**src/pkg/bgpwm_defines.svh**
```systemverilog
`ifndef BGPWM_DEFINES_SVH
`define BGPWM_DEFINES_SVH

// ****************************************************************
// Register offsets (byte addresses).
// ****************************************************************
`define BGPWM_ADDR_CTRL   8'h00
`define BGPWM_ADDR_FREQ   8'h04
`define BGPWM_ADDR_CFG    8'h08
`define BGPWM_ADDR_STATUS 8'h0C

// ****************************************************************
// Field positions.
// ****************************************************************
`define BGPWM_CTRL_EN_BIT   0
`define BGPWM_CTRL_SRC_BIT  1
`define BGPWM_CTRL_INV_BIT  2
`define BGPWM_FREQ_MSB      4
`define BGPWM_CFG_TON_LSB   0
`define BGPWM_CFG_TOFF_LSB  2
`define BGPWM_CFG_SLOPE_LSB 4
`define BGPWM_CFG_ILIM_LSB  6
`define BGPWM_STAT_GATE_BIT 0
`define BGPWM_STAT_SYNC_BIT 1
`define BGPWM_STAT_PER_LSB  16

// ****************************************************************
// Reset values.
// ****************************************************************
`define BGPWM_CTRL_RST 3'h0
`define BGPWM_FREQ_RST 5'h00
`define BGPWM_CFG_RST  8'h00

// ****************************************************************
// Timing: clock period, divider base and minimum on/off times.
// ****************************************************************
`define BGPWM_CLK_NS   10
`define BGPWM_DIV_BASE 38
`define BGPWM_NS2CYC(ns) (((ns) + `BGPWM_CLK_NS - 1) / `BGPWM_CLK_NS)
`define BGPWM_TON0_NS  100
`define BGPWM_TON1_NS  200
`define BGPWM_TON2_NS  300
`define BGPWM_TON3_NS  400
`define BGPWM_TOFF0_NS 50
`define BGPWM_TOFF1_NS 100
`define BGPWM_TOFF2_NS 200
`define BGPWM_TOFF3_NS 400

`endif

```
**src/pkg/bgpwm_pkg.sv**
```systemverilog
package bgpwm_pkg;

    // Gate phase of the switching period.
    typedef enum logic {
        BGPWM_GATE_OFF,
        BGPWM_GATE_ON
    } bgpwm_state_t;

    typedef logic [7:0]  bgpwm_addr_t;
    typedef logic [31:0] bgpwm_data_t;
    typedef logic [1:0]  bgpwm_sel2_t;
    typedef logic [4:0]  bgpwm_freq_t;

endpackage : bgpwm_pkg

```
**src/hw/bgpwm_gate_ctrl.sv**
```systemverilog
`timescale 1ns/100ps
`include "bgpwm_defines.svh"

module bgpwm_gate_ctrl #(
    parameter int PER_W = 16
) (
    input  wire logic                  ref_clk,
    input  wire logic                  rst,
    input  wire bgpwm_pkg::bgpwm_addr_t addr,
    input  wire bgpwm_pkg::bgpwm_data_t wdata,
    input  wire logic                  wr,
    input  wire logic                  rd,
    output bgpwm_pkg::bgpwm_data_t     rdata,
    input  wire logic                  internal_osc_clock,
    input  wire logic                  sync_pin,
    input  wire logic                  loop_demand,
    input  wire logic                  peak_cmp_trip,
    input  wire logic                  ilim_cmp_trip,
    output logic                       gate_drive,
    output bgpwm_pkg::bgpwm_sel2_t     slope_comp_select,
    output bgpwm_pkg::bgpwm_sel2_t     current_limit_threshold
);
    import bgpwm_pkg::*;

    // ****************************************************************
    // Parameter check.
    // ****************************************************************
    if (PER_W < 10 || PER_W > 16) begin : g_bad_width
        $error("PER_W must lie between 10 and 16.");
    end

    // ****************************************************************
    // Register file.
    // ****************************************************************
    logic        boost_enable;
    logic        period_source_select;
    logic        sync_edge_invert;
    bgpwm_freq_t internal_freq_select;
    bgpwm_sel2_t min_on_time_select;
    bgpwm_sel2_t min_off_time_select;

    // Address decode for writes and reads.
    wire hit_ctrl = (addr == `BGPWM_ADDR_CTRL);
    wire hit_freq = (addr == `BGPWM_ADDR_FREQ);
    wire hit_cfg  = (addr == `BGPWM_ADDR_CFG);
    wire hit_stat = (addr == `BGPWM_ADDR_STATUS);
    wire wr_ctrl  = wr & hit_ctrl;
    wire wr_freq  = wr & hit_freq;
    wire wr_cfg   = wr & hit_cfg;

    logic [PER_W-1:0] last_per;
    logic             sync_level;

    // Read data selection; unmapped addresses read as zero.
    wire bgpwm_data_t rd_ctrl = {29'h0, sync_edge_invert, period_source_select, boost_enable};
    wire bgpwm_data_t rd_freq = {27'h0, internal_freq_select};
    wire bgpwm_data_t rd_cfg  = {24'h0, current_limit_threshold, slope_comp_select,
                                 min_off_time_select, min_on_time_select};
    wire [15:0]       per_ext = 16'(last_per);
    wire bgpwm_data_t rd_stat = {per_ext, 14'h0, sync_level, gate_drive};
    wire bgpwm_data_t next_rdata = hit_ctrl ? rd_ctrl :
                                   hit_freq ? rd_freq :
                                   hit_cfg  ? rd_cfg  :
                                   hit_stat ? rd_stat : 32'h0000_0000;

    // Control register writes; frequency resets to zero.
    always_ff @(posedge ref_clk or posedge rst) begin
        if (rst) begin
            {sync_edge_invert, period_source_select, boost_enable} <= `BGPWM_CTRL_RST;
            internal_freq_select <= `BGPWM_FREQ_RST;
            {current_limit_threshold, slope_comp_select,
             min_off_time_select, min_on_time_select} <= `BGPWM_CFG_RST;
        end else begin
            if (wr_ctrl) begin
                boost_enable         <= wdata[`BGPWM_CTRL_EN_BIT];
                period_source_select <= wdata[`BGPWM_CTRL_SRC_BIT];
                sync_edge_invert     <= wdata[`BGPWM_CTRL_INV_BIT];
            end
            if (wr_freq) begin
                internal_freq_select <= wdata[`BGPWM_FREQ_MSB:0];
            end
            if (wr_cfg) begin
                min_on_time_select      <= wdata[`BGPWM_CFG_TON_LSB +: 2];
                min_off_time_select     <= wdata[`BGPWM_CFG_TOFF_LSB +: 2];
                slope_comp_select       <= wdata[`BGPWM_CFG_SLOPE_LSB +: 2];
                current_limit_threshold <= wdata[`BGPWM_CFG_ILIM_LSB +: 2];
            end
        end
    end

    // Read data stand in the cycle after the read strobe only.
    always_ff @(posedge ref_clk or posedge rst) begin
        if (rst) begin
            rdata <= 32'h0000_0000;
        end else begin
            rdata <= rd ? next_rdata : 32'h0000_0000;
        end
    end

    // ****************************************************************
    // Internal period generation from the 8 MHz clock.
    // ****************************************************************
    logic       osc_q;
    logic [5:0] div_cnt;
    wire        osc_rise = internal_osc_clock & ~osc_q;
    wire        freq_off = (internal_freq_select == 5'h00);
    wire [5:0]  div_end  = 6'(`BGPWM_DIV_BASE) - {1'b0, internal_freq_select};
    wire        div_wrap = osc_rise & (div_cnt >= div_end);
    wire        int_tick = div_wrap & ~freq_off;

    // Divider counts oscillator edges; a zero setting holds it cleared.
    always_ff @(posedge ref_clk or posedge rst) begin
        if (rst) begin
            osc_q   <= 1'b0;
            div_cnt <= 6'h00;
        end else begin
            osc_q <= internal_osc_clock;
            if (freq_off) begin
                div_cnt <= 6'h00;
            end else if (osc_rise) begin
                div_cnt <= div_wrap ? 6'h00 : div_cnt + 6'h01;
            end
        end
    end

    // ****************************************************************
    // External sync path.
    // ****************************************************************
    logic sync_rise;
    logic sync_fall;

    bgpwm_sync_deb u_sync (
        .ref_clk (ref_clk),
        .rst     (rst),
        .sync_in (sync_pin),
        .level   (sync_level),
        .rise    (sync_rise),
        .fall    (sync_fall)
    );

    // Edge polarity and source selection.
    wire ext_tick    = sync_edge_invert ? sync_fall : sync_rise;
    wire period_tick = period_source_select ? ext_tick : int_tick;

    // ****************************************************************
    // Minimum on and off time tables, in clock cycles.
    // ****************************************************************
    wire [PER_W-1:0] ton_cyc =
        (min_on_time_select == 2'h0) ? PER_W'(`BGPWM_NS2CYC(`BGPWM_TON0_NS)) :
        (min_on_time_select == 2'h1) ? PER_W'(`BGPWM_NS2CYC(`BGPWM_TON1_NS)) :
        (min_on_time_select == 2'h2) ? PER_W'(`BGPWM_NS2CYC(`BGPWM_TON2_NS)) :
                                       PER_W'(`BGPWM_NS2CYC(`BGPWM_TON3_NS));
    wire [PER_W-1:0] toff_cyc =
        (min_off_time_select == 2'h0) ? PER_W'(`BGPWM_NS2CYC(`BGPWM_TOFF0_NS)) :
        (min_off_time_select == 2'h1) ? PER_W'(`BGPWM_NS2CYC(`BGPWM_TOFF1_NS)) :
        (min_off_time_select == 2'h2) ? PER_W'(`BGPWM_NS2CYC(`BGPWM_TOFF2_NS)) :
                                        PER_W'(`BGPWM_NS2CYC(`BGPWM_TOFF3_NS));

    // ****************************************************************
    // Gate state machine.
    // ****************************************************************
    bgpwm_state_t     state;
    bgpwm_state_t     next_state;
    logic [PER_W-1:0] per_cnt;
    logic [PER_W-1:0] on_cnt;
    logic [PER_W-1:0] off_cnt;

    // Maximum on length is the last period minus the minimum off-time.
    wire [PER_W-1:0] on_max  = (last_per > toff_cyc) ? last_per - toff_cyc : '0;
    wire [PER_W-1:0] on_next = on_cnt + PER_W'(1);
    wire             min_met = (on_next >= ton_cyc);
    wire             max_hit = (on_next >= on_max);
    wire             off_ok  = (off_cnt >= toff_cyc);
    wire             cmp_off = min_met & (peak_cmp_trip | ilim_cmp_trip);
    wire             start   = boost_enable & period_tick & loop_demand & off_ok;
    wire             stop    = ~boost_enable | period_tick | max_hit | cmp_off;

    // Next state of the gate.
    always_comb begin
        next_state = state;
        case (state)
            BGPWM_GATE_OFF: begin
                if (start) begin
                    next_state = BGPWM_GATE_ON;
                end
            end
            BGPWM_GATE_ON: begin
                if (stop) begin
                    next_state = BGPWM_GATE_OFF;
                end
            end
            default: begin
                next_state = BGPWM_GATE_OFF;
            end
        endcase
    end

    // State, gate output and the on, off and period counters.
    always_ff @(posedge ref_clk or posedge rst) begin
        if (rst) begin
            state      <= BGPWM_GATE_OFF;
            gate_drive <= 1'b0;
            on_cnt     <= '0;
            off_cnt    <= '0;
            per_cnt    <= '0;
            last_per   <= '0;
        end else begin
            state      <= next_state;
            gate_drive <= (next_state == BGPWM_GATE_ON);
            on_cnt     <= (state == BGPWM_GATE_ON) ? on_next : '0;
            if (next_state == BGPWM_GATE_ON) begin
                off_cnt <= '0;
            end else if (~&off_cnt) begin
                off_cnt <= off_cnt + PER_W'(1);
            end
            if (period_tick) begin
                per_cnt  <= PER_W'(1);
                last_per <= per_cnt;
            end else if (~&per_cnt) begin
                per_cnt <= per_cnt + PER_W'(1);
            end
        end
    end
endmodule : bgpwm_gate_ctrl

```
**src/hw/bgpwm_sync_deb.sv**
```systemverilog
`timescale 1ns/100ps

module bgpwm_sync_deb (
    input  wire logic ref_clk,
    input  wire logic rst,
    input  wire logic sync_in,
    output logic      level,
    output logic      rise,
    output logic      fall
);
    import bgpwm_pkg::*;

    logic s1;
    logic s2;
    wire  stable = (s1 == s2);

    // Two consecutive equal samples are needed before the level follows.
    always_ff @(posedge ref_clk or posedge rst) begin
        if (rst) begin
            s1    <= 1'b0;
            s2    <= 1'b0;
            level <= 1'b0;
            rise  <= 1'b0;
            fall  <= 1'b0;
        end else begin
            s1    <= sync_in;
            s2    <= s1;
            level <= stable ? s2 : level;
            rise  <= stable & s2 & ~level;
            fall  <= stable & ~s2 & level;
        end
    end
endmodule : bgpwm_sync_deb

```
**config.mk**
```make
export PLATFORM = sky130hd
export DESIGN_NAME = bgpwm_gate_ctrl
export DESIGN_NICKNAME = d
export VERILOG_FILES = /design/src/pkg/bgpwm_pkg.sv /design/src/hw/bgpwm_gate_ctrl.sv /design/src/hw/bgpwm_sync_deb.sv
export VERILOG_INCLUDE_DIRS = /design/src /design/src/pkg
export SDC_FILE = /design/constraint.sdc
export NUM_CORES = 1
export LEC_CHECK = 0
export BUFFER_PORTS_ARGS = -buffer_cell sky130_fd_sc_hd__buf_2
export CAP_MARGIN = 20
export CORE_MARGIN = 4
export CORE_UTILIZATION = 53
export DETAILED_ROUTE_END_ITERATION = 16
export PLACE_DENSITY = 0.85
export RECOVER_POWER = 50
export SLEW_MARGIN = 0
export SYNTH_ARGS = -nofsm -noshare
export SYNTH_HDL_FRONTEND = slang
export SYNTH_SLANG_ARGS = --single-unit
```
**constraint.sdc**
```tcl
create_clock -name ref_clk -period 4.4 [get_ports ref_clk]
set_input_delay 0.22 -clock ref_clk [delete_from_list [all_inputs] [get_ports ref_clk]]
set_output_delay 0.22 -clock ref_clk [all_outputs]
set_load 0.03 [all_outputs]
```
==> impl_metrics.yaml <==
sta:
  tightest_slew_ps: 3410
  hold_violations: 0
  setup_total_negative_slack_ps: 0
  period_share_pct: 92.8
  drv_slew: 79
  skew_ps: 9.02
  period_needed_ps: 4080
  worst_slack_ps: 315
  max_freq_mhz: 245
  finalSetupViolCount: 0
  slew_headroom_pct: -129
layout:
  stdcell_area_sq_mm: 0.00782
  utilization_pct: 63.8
  mostFrequentLayoutCell: "dfrtp_1"
  fillCellCount: 959
  areaGrowthSynthToFinish_pct: 15.7
  layoutNonFillerInstCount: 948
  drive_gt1_share_pct: 14.2
  insertedDiodeCount: 0
  layout_common_cells: "dfrtp_1, nand2_1, ha_1, nor2_1"
  nets: 868
power:
  power_density_mw_per_mm2: 410
  p_leak_uw: 0.00373
  ir_worst_vdd_mv: 0.460
logic_synthesis:
  synth_area_per_cell_sq_um: 9.65
  synth_top_area_share_pct: 43.3
  syn_area_sq_mm: 0.00676
  netlist_instances: 701
  synthFlopType: "dfrtp_1"
  synth_edf_count: 0
  synth.distinct_cells: 62
  ys_top_cells_by_area: "dfrtp_1, ha_1, nand2_1"
  yosysTopAreaCell: "dfrtp_1"
  ys_ff_latch: 117
  seq_area_frac_synth_pct: 43.3
  yosys_warnings: 0
  async_flop_share_pct: 100
die:
  floorplan.rows: 40
  die_h_um: 121
  initial_core_util_pct: 55.1
  coreArea_sq_mm: 0.0123
  die-area_sq_mm: 0.0146
  die_x_um: 121
  pin_count: 86
critical_path:
  cp-end-kind: "flip-flop"
  cp_data_required_time_ps: 4650
  path_cells: "nor2_1 -> ha_1 -> inv_1 -> fa_1 -> a21o_1 -> a21oi_2 -> o21bai_2 -> a2111oi_2 -> xor2_1 -> nand2_1 -> ha_1 -> nand4_1 -> nor2_1 -> o31ai_2 -> o211ai_1 -> nor4_4 -> buf_6 -> nor4_1"
  crit_path_max_incr_delay_ps: 430
  worstSetupStartpointType: "flip-flop"
  crit_fanout: 17
  critPathArrivalTime_ps: 4340
  slowest_stage: "a2111oi_2"
  crit_type: "reg2reg"
cts:
  cts_htree_levels: 4
  clockBufferDepth: 2
  clock-sinks: 117
  clk_latency_ps: 430
  cts_tree: "done"
  clkTransAtPathRegs_ps: 60
  root_buffer: "clkbuf_16"
  cts_made_buffers: 17
  postCtsSetupBuffers: 0
global_routing:
  grt_pass1_vias: 5219
  overflow: 0
  grt_max_degree: 79
  antenna_found_initial: 0
  grt_pass1_wl_mm: 25.1
  track_usage_pct: 21.7
route:
  drt_iter0_markers: 344
  avgRoutedWirePerCell_um: 15.8
  wirelength_mm: 15.0
  avgViaCountPerCell: 5.58
  drtPass1Iterations: 5
  vias: 5288
  drcViolationCount: 0
  postRouteAntennaNets: 0
place:
  pre_cts_slack_ps: 34.6
  dpl.hpwl_mm: 10.4
  port-buffer-count: 53
  place_congestion: 0.865
  dp_cells: 914
  dpl-instance-area_sq_mm: 0.00722
worst_hold_path:
  hp-class: "in2reg"
run_status:
  outcome: "complete, but fails checks"
  violations: "capacitance limit, slew limit"
job:
  maxCapViolCount: 1
==> per-stage QoR <==
stage	hold slack, ps	total power, uW
floorplan	251	1660
finish	24.7	3210
CTS	15.9	3190
global route	23.2	3360
detailed placement	332	1790
global placement	329	1770
==> worst paths after layout <==
kind / from / endpoint / slack [ps] / cells past startpoint
max in group asynchronous: rst / on_cnt[3]$_DFF_PP0_ / 1550 / 3
worst max-delay path: min_off_time_select[1]$_DFFE_PP0P_ / off_cnt[9]$_DFFE_PP0P_ / 320 / 18
min in group asynchronous: rst / per_cnt[2]$_DFFE_PP0P_ / 780 / 2
worst min register to register: u_sync.s1$_DFF_PP0_ / u_sync.s2$_DFF_PP0_ / 410 / 0
worst max register to register: min_off_time_select[1]$_DFFE_PP0P_ / off_cnt[9]$_DFFE_PP0P_ / 320 / 18
worst min-delay path: wdata[7] / current_limit_threshold[1]$_DFFE_PP0P_ / 20 / 2
==> layout make-up <==
cell class                 instances  area (sq um)  area share, %
timing repair buffer              65           325           4.16
sequential                       117          2930           37.4
clock inverter                    15           170           2.18
tap                              168           210           2.69
multi-input combinational        542          3670           46.9
inverter                          24          91.3           1.17
clock buffer                      17           425           5.44
==> what timing repair did <==
item,in CTS,in global routing
resized for setup,1,10
hold buffers,2,0
gates cloned,0,0
pin swaps,0,1
endpoints found under the hold margin,2,0
endpoints found under the setup margin,1,17
==> worst max-delay path: cells and delay by family, from the launching register on <==
family,cells,cell delay (ps)
AND/OR/NAND/NOR,6,830
XOR/XNOR,1,200
buffers and inverters,2,260
flip-flops,1,390
AO/OA/AOI/OAI,6,1350
adder cells (fa/ha/maj),3,850
==> per-layer routing <==
layer | up-vias | part of all wire (%) | global-route usage [%]
met5 | - | 0 | 0
li1 | 2595 | - | -
met3 | 29 | 4.8 | 5.17
met1 | 2521 | 43 | 27.5
met2 | 143 | 50 | 35.5
met4 | 0 | 2.1 | 9.42
==> power by group <==
group / total, uW / internal, uW / switching (uW)
sequential: 1250 / 1150 / 98.7
combinational: 560 / 253 / 307
clock: 1400 / 847 / 551
total: 3210 / 2250 / 957
==> logic make-up after synthesis <==
kind of cell / after synthesis / synth area share [%]
simple gates: 320 / 25.1
flops: 117 / 43.3
compound gates: 90 / 8.38
fa+ha+maj: 52 / 9.73
other cells: 1 / 0.0555
xor+xnor: 47 / 6.09
buf+inv: 49 / 3.28
mux: 25 / 4.02
==> synth_stat cells (4+ instances only) <==
master     number
ha_1           51
nand2b_1        8
nor3_1         18
nand4_1        14
dfrtp_1       117
nand2_1        93
nand3_1        31
clkbuf_1       16
and2_1         33
mux2_2         17
or2_2           4
inv_1          24
and3_1          8
xnor2_1        21
nor4_1         21
a2111oi_0       4
o211ai_1        4
o21a_1          7
nor2b_1         9
or4_1           4
mux2i_1         8
a211oi_1        4
nor2_1         49
a21oi_1        19
o21ai_0        26
xor2_1         26
buf_4           8
or3_1           6
==> state kept, by name, indices dropped and copies added (netlist names), 5 cells and up <==
| signal | count |
|---|---|
| div_cnt | 6 |
| rdata | 24 |
| last_per | 16 |
| internal_freq_select | 5 |
| on_cnt | 16 |
| per_cnt | 16 |
| off_cnt | 16 |
Note: power is estimated with default switching activity, not from simulation.
